$ cat config.mk
export PLATFORM = sky130hd
export DESIGN_NAME = dhrpc_ctrl
export DESIGN_NICKNAME = d
export VERILOG_FILES = /design/src/core/dhrpc_pkg.sv /design/src/core/dhrpc_ctrl.sv /design/src/core/dhrpc_sync.sv
export VERILOG_INCLUDE_DIRS = /design/src /design/src/core
export SDC_FILE = /design/constraint.sdc
export NUM_CORES = 1
export LEC_CHECK = 0
export ABC_AREA = 1
export BUFFER_PORTS_ARGS = -buffer_cell sky130_fd_sc_hd__buf_2
export CAP_MARGIN = 20
export CORE_MARGIN = 3
export CORE_UTILIZATION = 25
export DETAILED_ROUTE_END_ITERATION = 12
export SLEW_MARGIN = 20
export SYNTH_ARGS = -nofsm -noshare
export SYNTH_HDL_FRONTEND = slang
export SYNTH_SLANG_ARGS = --single-unit
$ cat constraint.sdc
create_clock -name pclk -period 4.4 [get_ports pclk]
set_clock_uncertainty 0.2 [all_clocks]
set_input_delay 0.66 -clock pclk [delete_from_list [all_inputs] [get_ports pclk]]
set_output_delay 0.66 -clock pclk [all_outputs]
set_load 0.05 [all_outputs]
$ cat src/core/dhrpc_defs.svh
// Constants for the debug halt / resume / power control block.
// Assumes a 32-bit APB bus with word-aligned registers.
`ifndef DHRPC_DEFS_SVH
`define DHRPC_DEFS_SVH
`define DHRPC_OFS_CTRL 12'h000
`define DHRPC_OFS_STAT 12'h004
`define DHRPC_CTRL_FWHALT 0
`define DHRPC_STAT_DBG 0
`define DHRPC_STAT_SLEEP 1
`define DHRPC_STAT_DBGBIT 2
`define DHRPC_STAT_CTLBIT 3
`define DHRPC_STAT_BRK 4
`define DHRPC_STAT_QUIESCE 5
`define DHRPC_STAT_PWR_LO 8
`define DHRPC_PWR_ACTIVE 2'h0
`define DHRPC_PWR_SLEEP 2'h1
`define DHRPC_BOOT_WAIT 2'h3
`endif

$ cat src/core/dhrpc_pkg.sv
// Types for the debug halt / resume / power control block.
// Assumes nothing beyond the constants header.
package dhrpc_pkg;
  typedef enum logic [2:0]
  {
    ST_BOOT,
    ST_RUN,
    ST_QUIESCE,
    ST_SLEEP,
    ST_DBG,
    ST_STEP
  } dhrpc_state_e;
  typedef logic [31:0] dhrpc_word_t;
endpackage

$ cat src/core/dhrpc_ctrl.sv
// Debug halt, resume and power-state control for one core.
// Assumes power unit and multi-core debug pins are asynchronous,
// core-side debug and idle signals come from logic on pclk.
//
// Local design decisions: the APB register port and the register offsets.
`timescale 1ns/10ps
`include "dhrpc_defs.svh"
module dhrpc_ctrl (
  // Clock and reset
  input wire logic pclk,
  input wire logic presetn,
  // APB slave
  input wire logic psel,
  input wire logic penable,
  input wire logic pwrite,
  input wire logic [11:0] paddr,
  input wire dhrpc_pkg::dhrpc_word_t pwdata,
  output dhrpc_pkg::dhrpc_word_t prdata,
  output logic pready,
  output logic pslverr,
  // Power unit, asynchronous
  input wire logic pmu_halt_req,
  input wire logic pmu_run_req,
  output logic pmu_halt_ack,
  output logic pmu_run_ack,
  output logic cpu_halt_status,
  // Multi-core debug controller, asynchronous
  input wire logic mcdc_halt_req,
  input wire logic mcdc_run_req,
  input wire logic mcdc_boot_debug,
  output logic mcdc_halt_ack,
  output logic mcdc_run_ack,
  output logic debug_mode_status,
  output logic debug_brkpt_status,
  // Core debug module, same clock
  input wire logic dbg_halt_req,
  input wire logic dbg_resume_req,
  input wire logic dbg_step,
  input wire logic dbg_brkpt,
  input wire logic dbg_trigger,
  // Core pipeline, same clock
  input wire logic core_idle,
  input wire logic rd_buf_empty,
  input wire logic wr_buf_empty,
  input wire logic ic_miss_idle,
  output logic core_stall,
  output logic enh_clk_gate
);
  import dhrpc_pkg::*;

  logic [4:0] sync_w;
  logic pmu_halt_s;
  logic pmu_run_s;
  logic mcdc_halt_s;
  logic mcdc_run_s;
  logic boot_dbg_s;
  dhrpc_state_e state_r;
  dhrpc_state_e state_nxt;
  logic debug_halted_state_r;
  logic ctrl_halt_state_bit_r;
  logic [1:0] boot_cnt_r;
  logic fw_halt_r;
  logic mcdc_halt_d_r;
  logic dbg_cause;
  logic dbg_entry;
  logic quiesced;
  logic resume_ok;
  logic leave_dbg;
  logic step_ok;
  logic apb_acc;
  logic apb_wr;
  logic apb_hit;
  dhrpc_word_t stat_w;

  // Asynchronous pins pass two flops before use
  dhrpc_sync #(
    .WIDTH(5)
  ) u_sync (
    .pclk(pclk),
    .presetn(presetn),
    .async_in({mcdc_boot_debug, mcdc_run_req, mcdc_halt_req, pmu_run_req, pmu_halt_req}),
    .sync_out(sync_w)
  );
  assign pmu_halt_s = sync_w[0];
  assign pmu_run_s = sync_w[1];
  assign mcdc_halt_s = sync_w[2];
  assign mcdc_run_s = sync_w[3];
  assign boot_dbg_s = sync_w[4];

  // Debug entry causes; controller halt is sampled as a new request
  assign dbg_cause = dbg_halt_req | dbg_brkpt | dbg_trigger | dbg_step;
  assign dbg_entry = dbg_cause | (mcdc_halt_s & ~mcdc_halt_d_r);
  // Quiet needs core idle, read and write buffers empty and no icache miss outstanding
  assign quiesced = core_idle & rd_buf_empty & wr_buf_empty & ic_miss_idle;
  assign resume_ok = dbg_resume_req & ~dbg_step;
  // Exit table: each set bit needs its own release, unset bits ignore theirs
  assign leave_dbg = (debug_halted_state_r | ctrl_halt_state_bit_r)
    & (~debug_halted_state_r | resume_ok)
    & (~ctrl_halt_state_bit_r | mcdc_run_s);
  // Step refused while the controller still holds the core
  assign step_ok = dbg_resume_req & dbg_step & debug_halted_state_r
    & ~ctrl_halt_state_bit_r;

  // Next state
  always_comb
  begin
    state_nxt = state_r;
    unique case (state_r)
      ST_BOOT:
        if (boot_cnt_r == `DHRPC_BOOT_WAIT)
          state_nxt = boot_dbg_s ? ST_DBG : ST_RUN;
      ST_RUN:
        if (dbg_entry)
          state_nxt = ST_DBG;
        else if (pmu_halt_s || fw_halt_r)
          state_nxt = ST_QUIESCE;
      ST_QUIESCE:
        if (dbg_entry)
          state_nxt = ST_DBG;
        else if (quiesced)
          state_nxt = ST_SLEEP;
      ST_SLEEP:
        if (dbg_entry)
          state_nxt = ST_DBG;
        else if (pmu_run_s && !pmu_halt_s)
          state_nxt = ST_RUN;
      ST_DBG:
        if (leave_dbg)
          state_nxt = pmu_halt_s ? ST_QUIESCE : ST_RUN;
        else if (step_ok)
          state_nxt = ST_STEP;
      ST_STEP:
        state_nxt = ST_DBG;
    endcase
  end

  // State register
  always_ff @(posedge pclk or negedge presetn)
  begin
    if (!presetn)
      state_r <= ST_BOOT;
    else
      state_r <= state_nxt;
  end

  // Wait for the strap to pass its synchroniser before trusting it
  always_ff @(posedge pclk or negedge presetn)
  begin
    if (!presetn)
      boot_cnt_r <= 2'h0;
    else if (state_r == ST_BOOT)
      boot_cnt_r <= boot_cnt_r + 2'h1;
  end

  // Edge history of controller halt, so a held level does not re-enter
  always_ff @(posedge pclk or negedge presetn)
  begin
    if (!presetn)
      mcdc_halt_d_r <= 1'b0;
    else
      mcdc_halt_d_r <= mcdc_halt_s;
  end

  // Halt-source bookkeeping bits
  always_ff @(posedge pclk or negedge presetn)
  begin
    if (!presetn)
    begin
      debug_halted_state_r <= 1'b0;
      ctrl_halt_state_bit_r <= 1'b0;
    end
    else if (state_r == ST_DBG && leave_dbg)
    begin
      debug_halted_state_r <= 1'b0;
      ctrl_halt_state_bit_r <= 1'b0;
    end
    else if (state_r == ST_BOOT)
      ctrl_halt_state_bit_r <= (boot_cnt_r == `DHRPC_BOOT_WAIT) & boot_dbg_s;
    else
    begin
      if (dbg_cause)
        debug_halted_state_r <= 1'b1;
      if (mcdc_halt_s && !mcdc_halt_d_r)
        ctrl_halt_state_bit_r <= 1'b1;
    end
  end

  // Breakpoint- or trigger-caused entry flag for cross-triggering
  always_ff @(posedge pclk or negedge presetn)
  begin
    if (!presetn)
      debug_brkpt_status <= 1'b0;
    else if (state_nxt != ST_DBG && state_nxt != ST_STEP)
      debug_brkpt_status <= 1'b0;
    else if (state_r != ST_DBG && (dbg_brkpt || dbg_trigger))
      debug_brkpt_status <= 1'b1;
  end

  // Status outputs follow the next state so they line up with it
  always_ff @(posedge pclk or negedge presetn)
  begin
    if (!presetn)
    begin
      debug_mode_status <= 1'b0;
      cpu_halt_status <= 1'b0;
      core_stall <= 1'b1;
      enh_clk_gate <= 1'b0;
    end
    else
    begin
      // Step runs one instruction with debug mode shown low
      debug_mode_status <= (state_nxt == ST_DBG);
      cpu_halt_status <= (state_nxt == ST_SLEEP);
      core_stall <= (state_nxt != ST_RUN) && (state_nxt != ST_STEP);
      // Fine gating lives in the datapath; enhanced only in sleep
      enh_clk_gate <= (state_nxt == ST_SLEEP);
    end
  end

  // Handshake acks as levels: three follow request and next state, controller run ack holds until its request drops
  always_ff @(posedge pclk or negedge presetn)
  begin
    if (!presetn)
    begin
      pmu_halt_ack <= 1'b0;
      pmu_run_ack <= 1'b0;
      mcdc_halt_ack <= 1'b0;
      mcdc_run_ack <= 1'b0;
    end
    else
    begin
      pmu_halt_ack <= pmu_halt_s & (state_nxt == ST_SLEEP);
      pmu_run_ack <= pmu_run_s & (state_nxt == ST_RUN);
      mcdc_halt_ack <= mcdc_halt_s & (state_nxt == ST_DBG);
      if (!mcdc_run_s)
        mcdc_run_ack <= 1'b0;
      else if (state_r == ST_DBG && leave_dbg && ctrl_halt_state_bit_r)
        mcdc_run_ack <= 1'b1;
    end
  end

  // APB decode; one wait state keeps every output registered
  assign apb_acc = psel & penable & ~pready;
  assign apb_wr = psel & penable & pready & pwrite;
  assign apb_hit = (paddr == `DHRPC_OFS_CTRL) || (paddr == `DHRPC_OFS_STAT);

  always_comb
  begin
    stat_w = '0;
    stat_w[`DHRPC_STAT_DBG] = (state_r == ST_DBG);
    stat_w[`DHRPC_STAT_SLEEP] = (state_r == ST_SLEEP);
    stat_w[`DHRPC_STAT_DBGBIT] = debug_halted_state_r;
    stat_w[`DHRPC_STAT_CTLBIT] = ctrl_halt_state_bit_r;
    stat_w[`DHRPC_STAT_BRK] = debug_brkpt_status;
    stat_w[`DHRPC_STAT_QUIESCE] = (state_r == ST_QUIESCE);
    stat_w[`DHRPC_STAT_PWR_LO+1:`DHRPC_STAT_PWR_LO] =
      (state_r == ST_SLEEP) ? `DHRPC_PWR_SLEEP : `DHRPC_PWR_ACTIVE;
  end

  // Bus answer registers
  always_ff @(posedge pclk or negedge presetn)
  begin
    if (!presetn)
    begin
      pready <= 1'b0;
      pslverr <= 1'b0;
      prdata <= 32'h0000_0000;
    end
    else
    begin
      pready <= apb_acc;
      pslverr <= apb_acc & ~apb_hit;
      if (apb_acc && !pwrite && paddr == `DHRPC_OFS_STAT)
        prdata <= stat_w;
      else if (apb_acc && !pwrite && paddr == `DHRPC_OFS_CTRL)
        prdata <= {31'h0000_0000, fw_halt_r};
      else
        prdata <= 32'h0000_0000;
    end
  end

  // Firmware halt request; cleared once asleep, refused in debug mode
  always_ff @(posedge pclk or negedge presetn)
  begin
    if (!presetn)
      fw_halt_r <= 1'b0;
    else if (apb_wr && paddr == `DHRPC_OFS_CTRL && pwdata[`DHRPC_CTRL_FWHALT]
             && state_r == ST_RUN)
      fw_halt_r <= 1'b1;
    else if (state_r == ST_SLEEP || state_r == ST_DBG)
      fw_halt_r <= 1'b0;
  end

  // Checks
  only_db_a: assert property (@(posedge pclk) disable iff (!presetn)
    state_r == ST_DBG && debug_halted_state_r && !ctrl_halt_state_bit_r && !resume_ok
    |=> state_r == ST_DBG || state_r == ST_STEP)
    else $error("left debug without core resume");
  resume_ign_a: assert property (@(posedge pclk) disable iff (!presetn)
    state_r == ST_DBG && !debug_halted_state_r && ctrl_halt_state_bit_r && !mcdc_run_s
    |=> state_r == ST_DBG)
    else $error("core resume honoured without its halt bit");
  run_ack_a: assert property (@(posedge pclk) disable iff (!presetn)
    state_r == ST_DBG && !debug_halted_state_r && ctrl_halt_state_bit_r && mcdc_run_s
    |=> state_r != ST_DBG && !debug_mode_status)
    else $error("controller run did not release core");
  both_bits_a: assert property (@(posedge pclk) disable iff (!presetn)
    state_r == ST_DBG && debug_halted_state_r && ctrl_halt_state_bit_r
    |=> (state_r == ST_DBG) == !($past(resume_ok) && $past(mcdc_run_s)))
    else $error("both-bit release wrong");
  bits_clear_a: assert property (@(posedge pclk) disable iff (!presetn)
    $fell(debug_mode_status) && state_r != ST_STEP
    |-> !debug_halted_state_r && !ctrl_halt_state_bit_r)
    else $error("halt bits survive debug exit");
  step_block_a: assert property (@(posedge pclk) disable iff (!presetn)
    state_r == ST_DBG && ctrl_halt_state_bit_r |=> state_r != ST_STEP)
    else $error("single step while controller holds core");
  pmu_ign_a: assert property (@(posedge pclk) disable iff (!presetn)
    state_r == ST_DBG && pmu_halt_s && !leave_dbg |=> state_r != ST_QUIESCE)
    else $error("power halt taken in debug mode");
  pmu_pend_a: assert property (@(posedge pclk) disable iff (!presetn)
    state_r == ST_DBG && leave_dbg && pmu_halt_s |=> state_r == ST_QUIESCE)
    else $error("pending power halt lost at debug exit");
  sleep_gate_a: assert property (@(posedge pclk) disable iff (!presetn)
    state_r == ST_QUIESCE && quiesced && !dbg_entry
    |=> cpu_halt_status && enh_clk_gate && core_stall)
    else $error("sleep entry not indicated");
  boot_sel_a: assert property (@(posedge pclk) disable iff (!presetn)
    state_r == ST_BOOT && boot_cnt_r == `DHRPC_BOOT_WAIT && boot_dbg_s
    |=> debug_mode_status && ctrl_halt_state_bit_r)
    else $error("boot into debug not honoured");
  cv_sleep_wake: cover property (@(posedge pclk) disable iff (!presetn)
    state_r == ST_SLEEP ##1 state_r == ST_RUN);
  cv_both_rel: cover property (@(posedge pclk) disable iff (!presetn)
    state_r == ST_DBG && debug_halted_state_r && ctrl_halt_state_bit_r && leave_dbg);
  cv_step: cover property (@(posedge pclk) disable iff (!presetn) state_r == ST_STEP);
  cv_pend: cover property (@(posedge pclk) disable iff (!presetn)
    state_r == ST_DBG && leave_dbg && pmu_halt_s);
endmodule

$ cat src/core/dhrpc_sync.sv
// Two-flop synchroniser bank for asynchronous control pins.
// Assumes inputs are quasi-static levels held for several clocks.
`timescale 1ns/10ps
module dhrpc_sync #(
  parameter int WIDTH = 5
) (
  // Clock and reset
  input wire logic pclk,
  input wire logic presetn,
  // Levels
  input wire logic [WIDTH-1:0] async_in,
  output logic [WIDTH-1:0] sync_out
);
  logic [WIDTH-1:0] meta_r;

  initial
  begin
    if (WIDTH < 1)
      $error("dhrpc_sync: WIDTH must be at least 1");
  end

  // Each bit gets its own pair; first stage read only by the second
  genvar gi;
  generate
    for (gi = 0; gi < WIDTH; gi++)
    begin : g_bit
      always_ff @(posedge pclk or negedge presetn)
      begin
        if (!presetn)
        begin
          meta_r[gi] <= 1'b0;
          sync_out[gi] <= 1'b0;
        end
        else
        begin
          meta_r[gi] <= async_in[gi];
          sync_out[gi] <= meta_r[gi];
        end
      end
    end
  endgenerate
endmodule

## Word level (Yosys, flattened, before mapping)

Cells that the tools add are included.

- Bits in registers: 61
- Output and inout port bits: 43
- Logic and storage cells: 130
- Input port bits: 63

- Add/sub/neg operators: 1
- Reductions and logical operators: 27
- Multiplexer cells: 27
- Bitwise logic cells: 32
- Equality and inequality tests: 16

Operators with widths:

| operator | number |
|---|---|
| $mux 3 | 10 |
| $and 1x1->1 | 19 |
| $pmux 3 s6 | 1 |
| $mux 1 | 14 |
| $logic_and 1x1->1 | 13 |
| $eq 12x3->1 const B | 1 |
| $logic_not 12->1 | 1 |
| $eq 3x2->1 const B | 3 |
| $eq 3x3->1 const B | 3 |
| $mux 9 | 1 |
| $ne 3x3->1 const B | 3 |
| $or 1x1->1 | 7 |
| $eq 3x1->1 const B | 2 |
| $not 1->1 | 6 |
| $reduce_bool 2->1 | 3 |
| $logic_or 1x1->1 | 4 |
| $logic_not 1->1 | 3 |
| $logic_not 3->1 | 1 |
| $ne 3x1->1 const B | 1 |
| $reduce_bool 3->1 | 1 |
| $add 2x1->2 const B | 1 |
| $eq 2x2->1 const B | 1 |
| $mux 2 | 1 |
| $ne 2x1->1 const B | 1 |
| other kinds (2) | 2 |

## Depth between registers and ports, before layout

Gate-level depths: netlist (run 1).

- Depth in word-level cells: 10
- Gate-level depth with buffers: 11
- Gate-level depth less buffers: 11

## Modules after synthesis

From an unflattened synthesis (run 1), not the netlist that was laid out.

- Cells, all modules: 185
- Area, all modules: 1661.6 um^2

By module, submodules not included:

| module | area each (um^2) | cells an instance | instances | seq. area each (um^2) |
|---|---|---|---|---|
| dhrpc_ctrl | 1411.4 | 175 | 1 | 626.9 |
| dhrpc_sync | 250.2 | 10 | 1 | 250.2 |

## Worst setup path before layout (run 1)

No wires, ideal clock.

- Path type: reg-to-output
- Start: reg enh_clk_gate
- End: out enh_clk_gate
- Cell stages (with the launch flop): 2
- Data arrival time: 0.886 ns
- Path buffers: 1
- Path slack: 2.654 ns
- Required time: 3.540 ns
- Path through: dfrtp_1 buf_4

RTL lines:

| item | line | text |
|---|---|---|
| start: declaration | dhrpc_ctrl.sv:47 | `output logic enh_clk_gate` |
| start signal: assignment | dhrpc_ctrl.sv:216 | `enh_clk_gate <= (state_nxt == ST_SLEEP);` |

No word-level cell between the ends.

## Final worst setup path (run 1)

- Start: reg core_stall
- End: out core_stall

RTL lines:

| item | line | text |
|---|---|---|
| start: declaration | dhrpc_ctrl.sv:46 | `output logic core_stall,` |
| start signal: assignment | dhrpc_ctrl.sv:214 | `core_stall <= (state_nxt != ST_RUN) && (state_nxt != ST_STEP);` |

No word-level cell between the ends.

==> summary.txt, run 1 <==
die area: 7700 sq um
Vias per Instance: 3.85
worst vdd rail ir drop: 0.000192 V
Area growth, synth to finish: 19.2%
fin crit share: 43.3%
status: finished, final reports clean
RSZ-0062 raised after global routing: false
die width: 87.7 microns
Final min period: 1900 ps
CP peak stage delay: 510 ps
#FFs+latches synth: 35
Slew headroom: 49.4%
P per Cell Area: 548 nW/um^2
Initial Util: 26.0%
Iteration-0 DRC Markers: 67
Slew Limit Fails: 0
layout cell share with drive strength beyond 1: 28.3%
Synth cell types: 25
Finish-stage setup viols: 0
Synthesis Warnings: 0
HP Class: reg -> reg
routed wire length: 3.23 mm
clock buffer count from CTS: 5
CP delay by family, top: flip-flops
number of global-route vias before repair: 1,162
post-route ant nets: 0
Crit Path Category: reg -> out
Max H-tree Level: 2
first-pass GRT wire length: 5.24 mm
# diodes: 0
Worst EP required: 3540 ps
Syn Inst Count: 193
hold buffers post-CTS: 0
Max Fclk: 525 MHz
clk_lat worst skew: 280 ps
Final Hold Viols: 0
CTS max path bufs: 2
CP max-delay cell: dfstp_2
synthesized cell area: 1670 sq um
detailed-route via count: 1,247
gr usage total: 8.88%
WP data arrival: 1040 ps
nets: 310
Num Clock Sinks: 35
CTS tree: built
Critical Path, Cell by Cell: buf_2
root buf cell: clkbuf_8
crit path launch type: register
Pwr Total: 1.09 mW
row count: 29
I/O pin cnt: 106
# Post-CTS Setup Buffers: 0
DRC viols: 0
sequential fraction of the synthesis area: 52.5%
max_cap viols: 0
Core ar.: 6420 sq um
Tightest Pin Transition: 759 ps
Chip Height: 87.7 microns
Worst-path clk slew: 70 ps
drt pass-1 iters: 4
crit-path max FO: 1
largest net degree at the start of global routing: 36
Routed wire per std cell: 9.97 microns
Post-CTS Resized: 0
GR Overflow Total: 0
leak pwr: 1.14 nW
Crit. End Element: primary output
GPL Wtd Cong: 0.813
HPWL after DPL: 2.58 mm
CP Buf/Inv Count: 1
setup total negative slack: 0 ps
initial antenna violation count: 0
Synth Area per Inst: 8.65 sq um
port bufs: 49
## final timing paths
check,start,to,slack (ps),depth (start not counted)
setup reg to reg,state_r[0]$_DFF_PN0_,pmu_halt_ack$_DFF_PN0_,2680,7
setup / recovery,core_stall$_DFF_PN1_,core_stall,2500,1
min in group asynchronous,presetn,u_sync.meta_r[2]$_DFF_PN0_,240,1
max in group asynchronous,presetn,prdata[3]$_DFF_PN0_,3270,1
hold reg to reg,u_sync.meta_r[3]$_DFF_PN0_,u_sync.sync_out[3]$_DFF_PN0_,150,0
hold / removal,u_sync.meta_r[3]$_DFF_PN0_,u_sync.sync_out[3]$_DFF_PN0_,150,0
## layout by cell type, fill, tap and decap left out, drive strengths merged
cell type,n
conb,25
o21ai,3
clkbuf,7
xor2,1
o22ai,1
clkinv,1
buf,49
o31ai,1
nand3,9
inv,25
nor2,38
dfstp,1
a211oi,1
nand2,40
a21oi,4
ha,1
nor3,2
dfrtp,34
nor4,2
nand4,2
## sequential cells by signal, indices dropped and copies added, names as in the netlist
register	count
boot_cnt_r	2
u_sync.meta_r	5
enh_clk_gate	1
pready	1
u_sync.sync_out	5
state_r	3
debug_halted_state_r	1
fw_halt_r	1
debug_mode_status	1
prdata	6
core_stall	1
pmu_run_ack	1
mcdc_halt_ack	1
pmu_halt_ack	1
mcdc_run_ack	1
pslverr	1
debug_brkpt_status	1
mcdc_halt_d_r	1
ctrl_halt_state_bit_r	1
## final cells by class
cell class,instances,area [sq um]
clock buffer,7,86.3
multi-input combinational,130,587
fill,682,4430
timing repair buffer,49,245
inverter,25,93.8
clock inverter,1,5.00
sequential,35,877
tap,77,96.3
## metrics by stage
step                util [%]  setup slack [ps]  cells  area [sq um]  hold WS [ps]
floorplan                  -              2650    217          1760           131
global placement        29.6              2380    316          1900           133
detailed placement      29.6              2370    316          1900           135
CTS                     31.0              2480    324          1990           150
global route            31.0              2460    324          1990           156
finish                  31.0              2500    324          1990           148
## kinds of logic after synthesis
logic type                 share of synthesized area [%]
xor gates and xnor gates                           0.524
DFF                                                 52.5
adders and majority gates                          0.749
AOI/OAI and AO/OA                                   3.37
other                                              0.225
and+or+nand+nor                                     24.9
buffers and inverters                               17.8
## layer usage
metal  global-route usage (%)  part of all wire, %
met1                     11.0                   45
met2                     13.8                   44
met3                     3.95                  9.0
met4                     2.93                  1.4
met5                        0                    0
## synthesized netlist by cell type (all sizes together)
| master | number | share of area, % |
|---|---|---|
| o21ai | 3 | 0.90 |
| nand3 | 9 | 3.3 |
| a211oi | 1 | 0.45 |
| ha | 1 | 0.75 |
| o22ai | 1 | 0.37 |
| nand2 | 40 | 9.3 |
| nor4 | 2 | 0.75 |
| buf | 27 | 12 |
| conb | 1 | 0.22 |
| dfstp | 1 | 1.6 |
| nand4 | 2 | 0.75 |
| a21oi | 4 | 1.2 |
| inv | 25 | 5.6 |
| nor3 | 2 | 0.90 |
| o31ai | 1 | 0.45 |
| nor2 | 38 | 9.9 |
| xor2 | 1 | 0.52 |
| dfrtp | 34 | 51 |
## where the power goes
| group | total (mW) | switching (mW) | leakage (nW) | internal [mW] |
|---|---|---|---|---|
| registers | 0.423 | 0.0438 | 0.435 | 0.380 |
| clock network | 0.234 | 0.108 | 0.0482 | 0.126 |
| logic | 0.434 | 0.321 | 0.657 | 0.113 |
Note: power is estimated with default switching activity, not from simulation.
==> run 2, diff against run 1 <==
Clock period 4.4 ns to 1.68 ns, I/O delays scaled along.
==> summary.txt, run 2 (synthesis gave the netlist of run 1 again) <==
Max Fclk: 639 MHz
HPWL after DPL: 2.64 mm
Core ar.: 6420 sq um
Crit. End Element: register
Final Hold Viols: 0
Final min period: 1560 ps
die width: 87.7 microns
drt pass-1 iters: 4
crit-path max FO: 5
status: finished, final reports clean
die area: 7700 sq um
I/O pin cnt: 106
largest net degree at the start of global routing: 19
crit path launch type: register
Crit Path Category: reg -> reg
fin crit share: 93.1%
Num Clock Sinks: 35
Slew Limit Fails: 0
Routed wire per std cell: 9.74 microns
number of global-route vias before repair: 1,226
Largest regs: prdata x6, u_sync.meta_r x5, u_sync.sync_out x5
worst vdd rail ir drop: 0.000515 V
Area growth, synth to finish: 28.8%
routed wire length: 3.28 mm
WHS: 27.8 ps
port bufs: 49
Initial Util: 26.0%
gr usage total: 9.12%
CTS max path bufs: 2
max_cap viols: 0
Chip Height: 87.7 microns
leak pwr: 1.20 nW
P per Cell Area: 1410 nW/um^2
row count: 29
hold path start: penable
GR Overflow Total: 0
commonest non-fill, non-tap cell in the layout: buf_2
clk_lat worst skew: 280 ps
layout cell share with drive strength beyond 1: 34.6%
Critical Path, Cell by Cell: nor2_2 > inv_1 > nor2_4 > buf_4 > nand2_1 > nand2_2 > nor2_4 > nand3_2 > inv_1
Vias per Instance: 3.91
Iteration-0 DRC Markers: 42
root buf cell: clkbuf_8
WP data arrival: 1540 ps
clock buffer count from CTS: 5
CP Launch Point: state_r[1]$_DFF_PN0_
Worst EP required: 1660 ps
Biggest register: prdata
reg-to-reg slack, setup: 120 ps
Worst-path clk slew: 60 ps
post-route ant nets: 0
final worst slack: 116 ps
CTS tree: built
detailed-route via count: 1,317
Max H-tree Level: 2
# diodes: 0
GPL Wtd Cong: 0.844
DP Worst Slack: 0.340 ps
worst r2r src: state_r[1]$_DFF_PN0_
DRC viols: 0
Finish-stage setup viols: 0
Largest register FFs: 6
CP peak stage delay: 440 ps
CP max-delay cell: dfrtp_2
commonest non-fill, non-tap cells in the layout: 49 x buf_2, 35 x nand2_1, 31 x nor2_1
Pwr Total: 3.03 mW
initial antenna violation count: 0
nets: 323
RSZ-0062 raised after global routing: true
HP Class: in -> reg
first-pass GRT wire length: 5.43 mm
run 2: layout make-up:
type / count / area (sq um)
Fill cell: 664 / 4270
Sequential cell: 35 / 882
Clock buffer: 8 / 100
Inverter: 25 / 93.8
Multi-Input combinational cell: 130 / 608
Tap cell: 77 / 96.3
Timing Repair Buffer: 62 / 370
run 2: path summary, 6_finish.rpt:
check,end,depth (start not counted)
worst max-delay path,debug_mode_status$_DFF_PN0_,9
worst min-delay path,pready$_DFF_PN0_,3
worst max register to register,debug_mode_status$_DFF_PN0_,9
worst min register to register,u_sync.sync_out[1]$_DFF_PN0_,0
max in group asynchronous,core_stall$_DFF_PN1_,3
min in group asynchronous,u_sync.meta_r[2]$_DFF_PN0_,2
run 2: power breakdown:
part | total [mW] | leakage [nW] | internal, mW | switching (mW)
sequential | 1.12 | 0.431 | 1.00 | 0.118
combinational | 1.26 | 0.718 | 0.382 | 0.873
clock | 0.652 | 0.0515 | 0.374 | 0.278
total | 3.03 | 1.20 | 1.76 | 1.27
run 2: repair_timing:
action,in CTS,in global routing
hold buffers,6,0
setup endpoints to repair,2,9
endpoints found under the hold margin,22,0
buffers inserted,0,3
pin swaps,0,4
gates resized for setup,1,13
run 2: worst max-delay path, delay by kind of cell (launching register included):
kind	cells	cell delay, ps
buffers and inverters	3	260
flip-flops	1	440
AND/OR/NAND/NOR	6	540
run 2: metrics by stage:
stage | area [sq um] | util, % | std cells | TNS [ps]
global placement | 1940 | 30.2 | 320 | 0
CTS | 2110 | 32.8 | 334 | 0
floorplan | 1760 | - | 217 | 0
finish | 2150 | 33.5 | 337 | 0
global route | 2150 | 33.5 | 337 | -170
detailed placement | 1940 | 30.2 | 320 | 0
run 2: routing by layer:
metal  up-vias  routed length [microns]  track usage (%)  part of all wire, %
li1        672                        -                -                    -
met1       597                     1410             11.7                   43
met2        45                     1590             14.2                   48
met3         3                      265             3.39                  8.1
met4         0                       19             2.93                 0.58
met5         -                        0                0                    0
